==> src/rtl/fth_consts.vh <==
// Constants for the flash command host: command bytes, status bits,
// register offsets, control fields, sequencer kinds and bus timing.
// Assumes inclusion by bare name from the rtl folder.
`ifndef FTH_CONSTS_VH
`define FTH_CONSTS_VH

// ==========================================
// Flash command bytes and protect confirm address
`define FTH_CMD_READ_ARRAY 8'hFF
`define FTH_CMD_TWO_BYTE 8'hFB
`define FTH_CMD_ERASE_ALL 8'hA7
`define FTH_CMD_CONFIRM 8'hD0
`define FTH_CMD_RESET_WP 8'h47
`define FTH_CMD_SET_WP 8'h57
`define FTH_WP_CONFIRM_ADDR 18'h0_00FF

// ==========================================
// Compatible status byte bit positions
`define FTH_STAT_READY 7
`define FTH_STAT_ERR_HI 5
`define FTH_STAT_ERR_LO 4
`define FTH_STAT_VPP 3

// ==========================================
// Register byte offsets
`define FTH_OFF_CTRL 5'h00
`define FTH_OFF_ADDR 5'h04
`define FTH_OFF_DATA 5'h08
`define FTH_OFF_STATUS 5'h0C
`define FTH_OFF_RDATA 5'h10

// ==========================================
// Control register fields and reset values
`define FTH_CTRL_OP_HI 3
`define FTH_CTRL_CHECK 4
`define FTH_CTRL_SETWP 5
`define FTH_CTRL_PWRLOST 6
`define FTH_OP_NONE 4'h0
`define FTH_OP_TWO_BYTE 4'h1
`define FTH_OP_ERASE_ALL 4'h2
`define FTH_OP_CLEAR 4'h3
`define FTH_OP_READ 4'h4
`define FTH_OP_RECOVER 4'h5
`define FTH_OP_FINISH 4'h6
`define FTH_OP_CHECK 4'h7
`define FTH_RST_ADDR 18'h0_0000
`define FTH_RST_DATA 16'h0000

// ==========================================
// Sequencer step kinds
`define FTH_K_WRITE 3'h0
`define FTH_K_POLL 3'h1
`define FTH_K_READ 3'h2
`define FTH_K_SKIP 3'h3
`define FTH_K_END 3'h4

// ==========================================
// Flash bus timing in sys_clk cycles
`define FTH_SETUP_CYC 2
`define FTH_STROBE_CYC 4
`define FTH_SYNC_CYC 2

`endif

==> src/rtl/fth_flash_cycle.v <==
// One asynchronous flash bus cycle: write (latched at the rising edge of
// the write strobe) or read (chip and output enable low, data sampled).
// Assumes the flash data pins return through flashDqIn from outside.
`timescale 1ns/1ps
`include "fth_consts.vh"
module fth_flash_cycle #(
  parameter SETUP_CYC = `FTH_SETUP_CYC,
  parameter STROBE_CYC = `FTH_STROBE_CYC
) (
  input wire sys_clk,
  input wire reset_n,
  input wire clkEn,
  input wire start,
  input wire isWrite,
  input wire [17:0] addr,
  input wire [7:0] wdata,
  output reg done,
  output reg [7:0] rdata,
  output reg flashCeN,
  output reg flashOeN,
  output reg flashWeN,
  output reg [17:0] flashAddr,
  output reg [7:0] flashDqOut,
  output reg flashDqOe,
  input wire [7:0] flashDqIn
);
  localparam P_IDLE = 4'b0001;
  localparam P_SETUP = 4'b0010;
  localparam P_STROBE = 4'b0100;
  localparam P_HOLD = 4'b1000;
  localparam integer READ_CYC = STROBE_CYC + `FTH_SYNC_CYC;
  reg [3:0] phase;
  reg [7:0] cnt;
  reg writing;
  reg [7:0] dqMeta;
  reg [7:0] dqSync;

  // ==========================================
  // Data pin synchroniser
  always @(posedge sys_clk)
    if (clkEn)
    begin
      dqMeta <= flashDqIn;
      dqSync <= dqMeta;
    end

  // ==========================================
  // Cycle sequencer
  always @(posedge sys_clk)
  begin
    if (!reset_n)
    begin
      phase <= P_IDLE;
      cnt <= 8'h00;
      writing <= 1'b0;
      done <= 1'b0;
      rdata <= 8'h00;
      flashCeN <= 1'b1;
      flashOeN <= 1'b1;
      flashWeN <= 1'b1;
      flashAddr <= 18'h0_0000;
      flashDqOut <= 8'h00;
      flashDqOe <= 1'b0;
    end
    else if (clkEn)
    begin
      done <= 1'b0;
      case (phase)
        P_IDLE:
          if (start)
          begin
            phase <= P_SETUP;
            cnt <= SETUP_CYC[7:0];
            writing <= isWrite;
            flashAddr <= addr;
            flashDqOut <= wdata;
            flashDqOe <= isWrite;
            flashCeN <= 1'b0;
          end
        P_SETUP:
          if (cnt <= 8'h01)
          begin
            phase <= P_STROBE;
            cnt <= writing ? STROBE_CYC[7:0] : READ_CYC[7:0];
            flashWeN <= ~writing;
            flashOeN <= writing;
          end
          else
            cnt <= cnt - 8'h01;
        P_STROBE:
          if (cnt <= 8'h01)
          begin
            // Raising the strobes latches the write and ends the status refresh
            phase <= P_HOLD;
            flashWeN <= 1'b1;
            flashOeN <= 1'b1;
            if (!writing)
              rdata <= dqSync;
          end
          else
            cnt <= cnt - 8'h01;
        P_HOLD:
        begin
          phase <= P_IDLE;
          flashCeN <= 1'b1;
          flashDqOe <= 1'b0;
          done <= 1'b1;
        end
        default:
          phase <= P_IDLE;
      endcase
    end
  end
endmodule // fth_flash_cycle

==> src/rtl/fth_host_ctrl.v <==
// Host controller for a byte-wide flash with a command interface:
// two-byte writes, erase of all unlocked blocks, status check and recovery.
// Software reaches it over Avalon-MM with waitrequest; flash pins go out.
// Function
// RULE1 - Both error bits: sequence error, clear first
// RULE2 - Write FFH to return to read array
// RULE3 - Two-byte write starts with FBH command
// RULE4 - First data byte chosen by address bit 0
// RULE5 - Second write loads the other byte
// RULE6 - Toggle enables to refresh status; bit7 ready
// RULE7 - Erase all: A7H then D0H confirm
// RULE8 - Full check after each or after series
// RULE9 - Low program voltage: clear bits 3-5 first
// RULE10 - After power loss: clear, unprotect, retry, protect
// RULE11 - Voltage flag set: clear, unprotect, retry, protect
// RULE12 - Voltage flag clear: clear, retry erase
// RULE13 - All blocks locked after power-up or reset
// RULE14 - Bit7 low while operation runs
`timescale 1ns/1ps
`include "fth_consts.vh"
module fth_host_ctrl #(
  parameter SETUP_CYC = `FTH_SETUP_CYC,
  parameter STROBE_CYC = `FTH_STROBE_CYC,
  parameter [7:0] CLEAR_CMD = 8'h50
) (
  input wire sys_clk,
  input wire reset_n,
  input wire clkEn,
  input wire [2:0] avs_address,
  input wire avs_read,
  input wire avs_write,
  input wire [31:0] avs_writedata,
  output reg [31:0] avs_readdata,
  output wire avs_waitrequest,
  output wire flashCeN,
  output wire flashOeN,
  output wire flashWeN,
  output wire [17:0] flashAddr,
  output wire [7:0] flashDqOut,
  output wire flashDqOe,
  input wire [7:0] flashDqIn
);
  localparam S_IDLE = 4'b0001;
  localparam S_STEP = 4'b0010;
  localparam S_BUS = 4'b0100;
  localparam S_EVAL = 4'b1000;

  reg [3:0] state;
  reg [3:0] op;
  reg [3:0] step;
  reg checkEach;
  reg setWp;
  reg powerLost;
  reg wpPath;
  reg [17:0] targetAddr;
  reg [15:0] writeData;
  reg [7:0] lastStatus;
  reg [7:0] arrayByte;
  reg seqErr;
  reg opErr;
  reg vppLow;
  reg refused;
  reg arrayMode;
  reg ack;
  reg cycStart;
  reg cycWrite;
  reg [17:0] cycAddr;
  reg [7:0] cycData;
  reg [2:0] kind;
  wire cycDone;
  wire [7:0] cycRdata;
  wire [28:0] micro;
  wire busy;
  wire errAny;
  wire accept;
  wire [4:0] byteOff;
  wire [3:0] newOp;

  // ==========================================
  // Register offset match
  function hit;
    input [4:0] off;
    input [4:0] regOff;
    begin
      hit = (off == regOff);
    end
  endfunction

  // ==========================================
  // Micro-program: {kind, address, data} for each op and step
  function [28:0] stepOf;
    input [3:0] fop;
    input [3:0] fstep;
    input fwp;
    input fset;
    input farray;
    input [17:0] fadr;
    input [15:0] fdat;
    reg [2:0] wpKind;
    reg [2:0] setKind;
    begin
      wpKind = fwp ? `FTH_K_WRITE : `FTH_K_SKIP;
      setKind = (fwp && fset) ? `FTH_K_WRITE : `FTH_K_SKIP;
      case ({fop, fstep})
        {`FTH_OP_TWO_BYTE, 4'h0}: stepOf = {`FTH_K_WRITE, 18'h0_0000, `FTH_CMD_TWO_BYTE}; // [RULE3]
        {`FTH_OP_TWO_BYTE, 4'h1}: stepOf = {`FTH_K_WRITE, fadr, fadr[0] ? fdat[15:8] : fdat[7:0]}; // [RULE4]
        {`FTH_OP_TWO_BYTE, 4'h2}: stepOf = {`FTH_K_WRITE, fadr, fadr[0] ? fdat[7:0] : fdat[15:8]}; // [RULE5]
        {`FTH_OP_TWO_BYTE, 4'h3}: stepOf = {`FTH_K_POLL, 18'h0_0000, 8'h00};
        {`FTH_OP_ERASE_ALL, 4'h0}: stepOf = {`FTH_K_WRITE, 18'h0_0000, `FTH_CMD_ERASE_ALL}; // [RULE7]
        {`FTH_OP_ERASE_ALL, 4'h1}: stepOf = {`FTH_K_WRITE, 18'h0_0000, `FTH_CMD_CONFIRM}; // [RULE7]
        {`FTH_OP_ERASE_ALL, 4'h2}: stepOf = {`FTH_K_POLL, 18'h0_0000, 8'h00};
        {`FTH_OP_CLEAR, 4'h0}: stepOf = {`FTH_K_WRITE, 18'h0_0000, CLEAR_CMD}; // [RULE9]
        {`FTH_OP_READ, 4'h0}: stepOf = {farray ? `FTH_K_SKIP : `FTH_K_WRITE, 18'h0_0000, `FTH_CMD_READ_ARRAY}; // [RULE2]
        {`FTH_OP_READ, 4'h1}: stepOf = {`FTH_K_READ, fadr, 8'h00};
        {`FTH_OP_FINISH, 4'h0}: stepOf = {`FTH_K_WRITE, 18'h0_0000, `FTH_CMD_READ_ARRAY}; // [RULE2]
        {`FTH_OP_CHECK, 4'h0}: stepOf = {`FTH_K_POLL, 18'h0_0000, 8'h00}; // [RULE8]
        {`FTH_OP_RECOVER, 4'h0}: stepOf = {`FTH_K_WRITE, 18'h0_0000, CLEAR_CMD}; // [RULE10] [RULE11] [RULE12]
        // Blocks come up locked, so with wpPath set protection is lifted after the clear, before the retry
        {`FTH_OP_RECOVER, 4'h1}: stepOf = {wpKind, 18'h0_0000, `FTH_CMD_RESET_WP}; // [RULE11] [RULE13]
        {`FTH_OP_RECOVER, 4'h2}: stepOf = {wpKind, `FTH_WP_CONFIRM_ADDR, `FTH_CMD_CONFIRM}; // [RULE10]
        {`FTH_OP_RECOVER, 4'h3}: stepOf = {fwp ? `FTH_K_POLL : `FTH_K_SKIP, 18'h0_0000, 8'h00};
        {`FTH_OP_RECOVER, 4'h4}: stepOf = {`FTH_K_WRITE, 18'h0_0000, `FTH_CMD_ERASE_ALL}; // [RULE12]
        {`FTH_OP_RECOVER, 4'h5}: stepOf = {`FTH_K_WRITE, 18'h0_0000, `FTH_CMD_CONFIRM};
        {`FTH_OP_RECOVER, 4'h6}: stepOf = {`FTH_K_POLL, 18'h0_0000, 8'h00};
        {`FTH_OP_RECOVER, 4'h7}: stepOf = {setKind, 18'h0_0000, `FTH_CMD_SET_WP}; // [RULE10]
        {`FTH_OP_RECOVER, 4'h8}: stepOf = {setKind, `FTH_WP_CONFIRM_ADDR, `FTH_CMD_CONFIRM}; // [RULE11]
        default:
          stepOf = {`FTH_K_END, 18'h0_0000, 8'h00};
      endcase
    end
  endfunction

  assign micro = stepOf(op, step, wpPath, setWp, arrayMode, targetAddr, writeData);
  assign busy = (state != S_IDLE);
  assign errAny = seqErr | opErr | vppLow;
  assign byteOff = {avs_address, 2'b00};
  assign newOp = avs_writedata[`FTH_CTRL_OP_HI:0];
  assign avs_waitrequest = (avs_read | avs_write) & ~ack;
  // A new write or erase is refused while any error flag stands
  assign accept = !busy && newOp != `FTH_OP_NONE &&
    !(errAny && (newOp == `FTH_OP_TWO_BYTE || newOp == `FTH_OP_ERASE_ALL)); // [RULE1] [RULE9]

  // ==========================================
  // Avalon-MM slave: one wait cycle, then answer
  always @(posedge sys_clk)
  begin
    if (!reset_n)
    begin
      ack <= 1'b0;
      avs_readdata <= 32'h0000_0000;
    end
    else if (clkEn)
    begin
      ack <= (avs_read | avs_write) & ~ack;
      if (avs_read && !ack)
      begin
        avs_readdata <= 32'h0000_0000;
        if (hit(byteOff, `FTH_OFF_CTRL))
          avs_readdata <= {25'h000_0000, powerLost, setWp, checkEach, op};
        else if (hit(byteOff, `FTH_OFF_ADDR))
          avs_readdata <= {14'h0000, targetAddr};
        else if (hit(byteOff, `FTH_OFF_DATA))
          avs_readdata <= {16'h0000, writeData};
        else if (hit(byteOff, `FTH_OFF_STATUS))
          avs_readdata <= {16'h0000, lastStatus, 2'b00, arrayMode, vppLow, opErr, seqErr, refused, busy};
        else if (hit(byteOff, `FTH_OFF_RDATA))
          avs_readdata <= {24'h00_0000, arrayByte};
      end
    end
  end

  // ==========================================
  // Operation sequencer
  always @(posedge sys_clk)
  begin
    if (!reset_n)
    begin
      state <= S_IDLE;
      op <= `FTH_OP_NONE;
      step <= 4'h0;
      checkEach <= 1'b0;
      setWp <= 1'b0;
      powerLost <= 1'b0;
      wpPath <= 1'b0;
      targetAddr <= `FTH_RST_ADDR;
      writeData <= `FTH_RST_DATA;
      lastStatus <= 8'h00;
      arrayByte <= 8'h00;
      seqErr <= 1'b0;
      opErr <= 1'b0;
      vppLow <= 1'b0;
      refused <= 1'b0;
      arrayMode <= 1'b1;
      cycStart <= 1'b0;
      cycWrite <= 1'b0;
      cycAddr <= 18'h0_0000;
      cycData <= 8'h00;
      kind <= `FTH_K_END;
    end
    else if (clkEn)
    begin
      cycStart <= 1'b0;
      if (avs_write && ack)
      begin
        if (hit(byteOff, `FTH_OFF_ADDR) && !busy)
          targetAddr <= avs_writedata[17:0];
        if (hit(byteOff, `FTH_OFF_DATA) && !busy)
          writeData <= avs_writedata[15:0];
        if (hit(byteOff, `FTH_OFF_CTRL))
        begin
          if (accept)
          begin
            op <= newOp;
            checkEach <= avs_writedata[`FTH_CTRL_CHECK];
            setWp <= avs_writedata[`FTH_CTRL_SETWP];
            powerLost <= avs_writedata[`FTH_CTRL_PWRLOST];
            wpPath <= vppLow | avs_writedata[`FTH_CTRL_PWRLOST]; // [RULE10] [RULE11]
            step <= 4'h0;
            refused <= 1'b0;
            state <= S_STEP;
          end
          else
            refused <= 1'b1; // [RULE1]
        end
      end
      case (state)
        S_IDLE:
          kind <= `FTH_K_END;
        S_STEP:
        begin
          kind <= micro[28:26];
          if (micro[28:26] == `FTH_K_END)
          begin
            state <= S_IDLE;
            op <= `FTH_OP_NONE;
          end
          else if (micro[28:26] == `FTH_K_SKIP)
            step <= step + 4'h1;
          else
          begin
            cycStart <= 1'b1;
            cycWrite <= (micro[28:26] == `FTH_K_WRITE);
            cycAddr <= micro[25:8];
            cycData <= micro[7:0];
            state <= S_BUS;
            if (micro[28:26] == `FTH_K_WRITE)
              arrayMode <= (micro[7:0] == `FTH_CMD_READ_ARRAY); // [RULE2]
            if (micro[28:26] == `FTH_K_WRITE && micro[7:0] == CLEAR_CMD)
            begin
              seqErr <= 1'b0; // [RULE9]
              opErr <= 1'b0;
              vppLow <= 1'b0;
            end
          end
        end
        S_BUS:
          if (cycDone)
            state <= (kind == `FTH_K_POLL) ? S_EVAL : S_STEP;
          else if (!cycStart)
            step <= step;
        S_EVAL:
        begin
          // Each poll is a fresh enable cycle so the status byte refreshes
          if (cycRdata[`FTH_STAT_READY])
          begin
            lastStatus <= cycRdata; // [RULE14]
            if (checkEach || op == `FTH_OP_CHECK)
            begin
              seqErr <= seqErr | (cycRdata[`FTH_STAT_ERR_HI] & cycRdata[`FTH_STAT_ERR_LO]); // [RULE1]
              opErr <= opErr | cycRdata[`FTH_STAT_ERR_HI] | cycRdata[`FTH_STAT_ERR_LO]; // [RULE8]
              vppLow <= vppLow | cycRdata[`FTH_STAT_VPP]; // [RULE9]
            end
            step <= step + 4'h1;
            state <= S_STEP;
          end
          else
          begin
            cycStart <= 1'b1; // [RULE6]
            state <= S_BUS;
          end
        end
        default:
          state <= S_IDLE;
      endcase
      if (state == S_BUS && cycDone && kind != `FTH_K_POLL)
      begin
        step <= step + 4'h1;
        if (kind == `FTH_K_READ)
          arrayByte <= cycRdata;
      end
    end
  end

  // ==========================================
  // Flash bus cycle engine
  fth_flash_cycle #(
    .SETUP_CYC(SETUP_CYC),
    .STROBE_CYC(STROBE_CYC)
  ) u_cycle (
    .sys_clk(sys_clk),
    .reset_n(reset_n),
    .clkEn(clkEn),
    .start(cycStart),
    .isWrite(cycWrite),
    .addr(cycAddr),
    .wdata(cycData),
    .done(cycDone),
    .rdata(cycRdata),
    .flashCeN(flashCeN),
    .flashOeN(flashOeN),
    .flashWeN(flashWeN),
    .flashAddr(flashAddr),
    .flashDqOut(flashDqOut),
    .flashDqOe(flashDqOe),
    .flashDqIn(flashDqIn)
  );
endmodule // fth_host_ctrl

==> config.mk <==
export PLATFORM = sky130hd
export DESIGN_NAME = fth_host_ctrl
export DESIGN_NICKNAME = d
export VERILOG_FILES = /design/src/rtl/fth_flash_cycle.v /design/src/rtl/fth_host_ctrl.v
export VERILOG_INCLUDE_DIRS = /design/src /design/src/rtl
export SDC_FILE = /design/constraint.sdc
export NUM_CORES = 1
export LEC_CHECK = 0
export ABC_AREA = 1
export BUFFER_PORTS_ARGS = -buffer_cell sky130_fd_sc_hd__buf_2
export CORE_MARGIN = 4
export CORE_UTILIZATION = 40
export DETAILED_ROUTE_END_ITERATION = 6
export GPL_TIMING_DRIVEN = 0
export MAX_ROUTING_LAYER = met4
export PLACE_DENSITY = 0.67
export SYNTH_ARGS = -nofsm -noshare
export SYNTH_HDL_FRONTEND = slang
export SYNTH_HIERARCHICAL = 1
export SYNTH_SLANG_ARGS = --single-unit
==> constraint.sdc <==
create_clock -name sys_clk -period 2 [get_ports sys_clk]
set_input_delay 0.3 -clock sys_clk [delete_from_list [all_inputs] [get_ports sys_clk]]
set_output_delay 0.3 -clock sys_clk [all_outputs]
set_load 0.005 [all_outputs]
* Word-level counts from Yosys, hierarchy flattened
Cells that the tools add are included.
Storage, ports and cells: register bits after elaboration 203, output and inout port bits 63
Operators by class: $add $sub $neg 2, order comparisons 1, eq/ne operators 54, muxes and demuxes 73, bitwise logic cells 14, reductions and logical operators 46
Operators by type and width (number):
- one-hot mux 29 bit (15 select lines) | 1
- equality test 8 x 7 -> 1 bit (second input constant) | 14
- two-way mux 4 bit | 24
- two-way mux 8 bit | 6
- two-way mux 18 bit | 2
- equality test 8 x 5 -> 1 bit (second input constant) | 4
- equality test 8 x 6 -> 1 bit (second input constant) | 4
- two-way mux 16 bit | 2
- one-hot mux 4 bit (3 select lines) | 2
- one-hot mux 8 bit (3 select lines) | 1
- AND reduction 4 bit | 6
- AND reduction 3 bit | 7
- two-way mux 1 bit | 19
- one-hot mux 1 bit (2 select lines) | 8
- one-hot mux 4 bit (4 select lines) | 1
- equality test 3 x 2 -> 1 bit (second input constant) | 4
- equality test 4 x 1 -> 1 bit (second input constant) | 3
- equality test 4 x 2 -> 1 bit (second input constant) | 3
- equality test 4 x 3 -> 1 bit (second input constant) | 3
- != test 2 bit (second input constant) | 6
- logical AND 1 bit | 11
- two-way mux 2 bit | 5
- equality test 4 bit (second input constant) | 2
- equality test 8 bit (second input constant) | 1
- 26 further kinds | 51

* Logic depth before layout (Yosys ltp)
word-level depth 12, depth in mapped cells 17, gate-level depth less buffers 17

* Cells and area by module
Netlist, hierarchy kept.
By module, submodules not included:
- fth_host_ctrl | instances 1, cells each 901, area an instance 6159.7 µm²
- fth_flash_cycle | instances 1, cells each 316, area an instance 2731.4 µm²

* Least setup slack after synthesis
No wires, ideal clock.
path kind register -> register, from reg step[0], to reg cycAddr[17], setup time 0.132 ns, arrival 1.858 ns, required time 1.868 ns, path slack 0.010 ns, stages on the path, launching flop included 16, path buffers 1, clock period less this slack 1.990 ns, path through dfxtp_1 -> inv_1 -> ha_1 -> nand2_4 -> inv_2 -> nand2_1 -> nand4_1 -> nor2_2 -> nand3_2 -> nand2_2 -> nand3_4 -> nor2_8 -> inv_6 -> buf_6 -> nand2_1 -> a21oi_1
Between the ends: word-level cells in the longest chain between the ends 6, elaborated cells between the ends (all ways) 31
RTL lines:
- start: declaration | RTL line fth_host_ctrl.v:50 | reg [3:0] step;
- start signal: assignment | RTL line fth_host_ctrl.v:238 | step <= step + 4'h1;
- start signal: assignment | RTL line fth_host_ctrl.v:260 | step <= step;
- start signal: assignment | RTL line fth_host_ctrl.v:273 | step <= step + 4'h1;
- equality test 8 x 7 -> 1 bit (tied with other cells) | RTL line fth_host_ctrl.v:104 | case ({fop, fstep})
- OR reduction 4 bit (no line) or OR reduction 2 bit (tied branches)
- one-hot mux 29 bit (15 select lines) (*) | RTL line fth_host_ctrl.v:104
- equality test 3 x 2 -> 1 bit (no line) or equality test 3 bit (tied branches)
- inverter 1 bit (no line)
- AND reduction 4 bit (no line)
- end signal: assignment | RTL line fth_host_ctrl.v:243 | cycAddr <= micro[25:8];
- end: declaration | RTL line fth_host_ctrl.v:67 | reg [17:0] cycAddr;
Every way passes the cells marked *; elsewhere a longest branch is shown, timed or not. A chain may end at the register's enable or synchronous reset.

* Worst setup path in the final report
from reg op[0], to reg cycData[7]
Between the ends: word-level cells in the longest chain between the ends 6, elaborated cells between the ends (all ways) 31
RTL lines:
- start: declaration | RTL line fth_host_ctrl.v:49 | reg [3:0] op;
- start signal: assignment | RTL line fth_host_ctrl.v:179 | op <= `FTH_OP_NONE;
- start signal: assignment | RTL line fth_host_ctrl.v:213 | op <= newOp;
- start signal: assignment | RTL line fth_host_ctrl.v:235 | op <= `FTH_OP_NONE;
- equality test 8 x 7 -> 1 bit (tied with other cells) | RTL line fth_host_ctrl.v:104
- OR reduction 4 bit (no line) or OR reduction 2 bit (tied branches)
- one-hot mux 29 bit (15 select lines) (*) | RTL line fth_host_ctrl.v:104
- equality test 3 x 2 -> 1 bit (no line) or equality test 3 bit (tied branches)
- inverter 1 bit (no line)
- AND reduction 4 bit (no line)
- end signal: assignment | RTL line fth_host_ctrl.v:244 | cycData <= micro[7:0];
- end: declaration | RTL line fth_host_ctrl.v:68 | reg [7:0] cycData;
Marks and branches as above.

==> results by group <==
Outcome
  – Failing checks: setup timing
  – Outcome: complete, but fails checks

Clock network
  – Clock Path Buffers: 2
  – TritonCTS clock tree: built
  – H-tree depth: 4
  – Clock-pin slew on the worst setup and hold paths: 0.08 ns
  – Root buffer selected by CTS: clkbuf_16
  – Hold buffer count at cts: 0
  – Total CTS buffers: 17
  – Skew-Pair Late Insertion Delay: 0.44 ns
  – Clk sink count: 189

GRT
  – First-pass GRT wire length: 43400 um
  – Gr ovfl total: 0
  – Largest net degree at the start of global routing: 23
  – Vias in the first global route: 8259
  – Global Route Usage Sum: 0.229
  – Antenna violations before repair: 1

Detailed routing
  – Post-detailed-route via-to-cell ratio: 5.27
  – Drt initial violations: 786
  – Final WL: 27800 um
  – Vias: 8682
  – WL per Instance: 16.9 um
  – Detailed Routing Iterations Pass 1: 5
  – DRT antenna net count: 0
  – DR DRC count: 0

Floorplan
  – Area of the die: 24700 sq um
  – Die Span Y: 157 um
  – I/O Pins: 111
  – Die width: 157 um
  – CORE AREA: 21800 sq um
  – Site Rows: 54
  – Initial Util: 0.407

Critical path
  – Flop-to-flop setup slack: -0.22 ns
  – Max FO, Critical Path: 6
  – Endpoint kind of the worst setup timing path: flop
  – Worst setup SP type: flop
  – Arrival @ worst endpoint: 2.59 ns
  – Crit Path Class: flop to flop
  – Critical Path RT: 2.37 ns

Synth
  – Commonest cells in the synthesized netlist: nand2_1 (207), dfxtp_1 (173), a21oi_1 (154), nor2_1 (145), inv_1 (129)
  – Post-synth EDFFs: 16
  – Synth cell types: 47
  – Synth Flop Type: dfxtp_1
  – Ys async rst share: 0
  – Synth Register Bits: 189
  – Dominant cell type by area after synthesis: dfxtp_1
  – YS warnings: 6
  – Syn Inst Count: 1217
  – Register area share after synthesis: 0.444
  – Yosys top cell area share: 0.390
  – Synth area leaders: dfxtp_1 (39%), nand2_1 (8.7%), a21oi_1 (8.7%)
  – Most frequent cell after synthesis: nand2_1
  – Netlist Area Pre-Place: 8890 sq um
  – Post-Syn Area per Cell: 7.31 sq um

Place
  – Placed cell count: 1592
  – Placer Congestion: 0.999
  – IO buf count: 82
  – Detail Placement HPWL: 20700 um

Timing
  – Setup Skew: 0.0123 ns
  – Final Cycle Share: 1.11
  – Final hold violations: 0
  – Least-Margin Pin Slew: 0.964 ns
  – Slack of the critical path: -0.222 ns
  – Max Transition Viols Final: 0
  – Fin crit period: 2.22 ns
  – Achievable frequency: 450 MHz
  – RSZ-0062 raised after global routing: yes
  – # setup viols final: 37
  – Worst slew margin: 0.357

Cells and area
  – Share of layout cells above drive strength 1: 0.234
  – P&R area growth vs syn: 22.9%
  – Fin cells: 1647
  – Final net count: 1407

Power and ir drop
  – Pwr dens: 757 nW/um^2
  – Pleak: 0.00459 uW
  – Worst IR drop on VDD: 0.000499 V
  – Final total power: 8270 uW

Job
  – # Max-Cap Violations: 0

Hold path
  – HP Class: input pin to flop
## metrics by stage
step | TNS [ns] | cell area [sq um] | setup slack (ns) | hold WS (ns) | utilization
after floorplan | 0 | 8940 | 0.00950 | 0.399 | -
after global placement | -39.76 | 9700 | -0.662 | 0.401 | 0.445
after detailed placement | -42.70 | 9700 | -0.702 | 0.405 | 0.445
after CTS | -4.92 | 10700 | -0.140 | 0.0171 | 0.491
after global routing | -9.92 | 10900 | -0.330 | 0.0149 | 0.501
final | -5.13 | 10900 | -0.222 | 0.0326 | 0.501
## final timing paths
| path | startpoint | end | cells after the start |
|---|---|---|---|
| worst max-delay path | op[0] | cycData[7] | 15 |
| worst min-delay path | flashDqIn[4] | u_cycle/dqMeta[4] | 1 |
| worst max register to register | op[0] | cycData[7] | 15 |
| worst min register to register | u_cycle/dqMeta[6] | u_cycle/dqSync[6] | 0 |
## layout make-up
class	count	area [sq um]
repair buffers	105	633
clock inverters	15	208
multi-input cells	836	4450
fillers	2167	10900
clock buffers	17	425
well taps	280	350
flip-flops and latches	189	3960
inverters	142	551
plain buffers	62	350
diodes	1	2.50
## critical path: stages, from the launching register on
cell	delay, ns
dfxtp_2	0.36
inv_2	0.12
nand2_1	0.06
nor2_1	0.29
nand2_1	0.10
o21ai_1	0.16
nor2_4	0.07
nand2_2	0.08
nor2_4	0.05
inv_2	0.07
nand3_4	0.12
buf_12	0.17
nor2_4	0.16
buf_6	0.16
nand2_4	0.05
a21oi_2	0.14
## cell families (layout without fill, tap and decap cells)
group,Yosys count,after routing,share of synthesized area
fa+ha+maj,6,6,0.00844
other cells,1,15,0.000422
mux,1,1,0.00127
simple gates,486,487,0.249
flops,189,189,0.444
compound gates,325,325,0.196
buf+inv,206,341,0.0988
xor+xnor,3,3,0.00296
## where the power goes
group | switching, uW | internal [uW] | total [uW]
Combinational | 439 | 211 | 650
Sequential | 49.1 | 3900 | 3940
Clock | 1740 | 1940 | 3680
Total | 2220 | 6050 | 8270
## per-layer routing
layer	track usage	share of wire	vias to the layer above
li1	-	-	4267
met1	0.297	0.43	4034
met2	0.368	0.46	333
met3	0.0432	0.074	48
met4	0.0664	0.027	0
met5	-	0	-
## flip-flops by register name, indices dropped and copies added, names as in the netlist, 16 cells and up
| name | flops |
|---|---|
| writeData | 16 |
| targetAddr | 18 |
| u_cycle/flashAddr | 18 |
| avs_readdata | 18 |
| cycAddr | 18 |
## cell usage in the layout, fill, tap and decap left out, types with 30 or more instances in the layout
cell and count:
a21oi_1 144, buf_2 86, buf_4 30, clkbuf_1 30, dfxtp_1 166, inv_1 122
nand2_1 179, nand2_2 39, nand3_1 50, nor2_1 131, o21ai_0 111
## what timing repair did
action,4_1_cts,5_1_grt
setup endpoints to repair,90,98
gates resized for setup,76,63
endpoints found under the hold margin,0,0
pin swaps,20,14
gates cloned,5,0
buffers inserted,15,4
(Power assumes the default switching activity.)
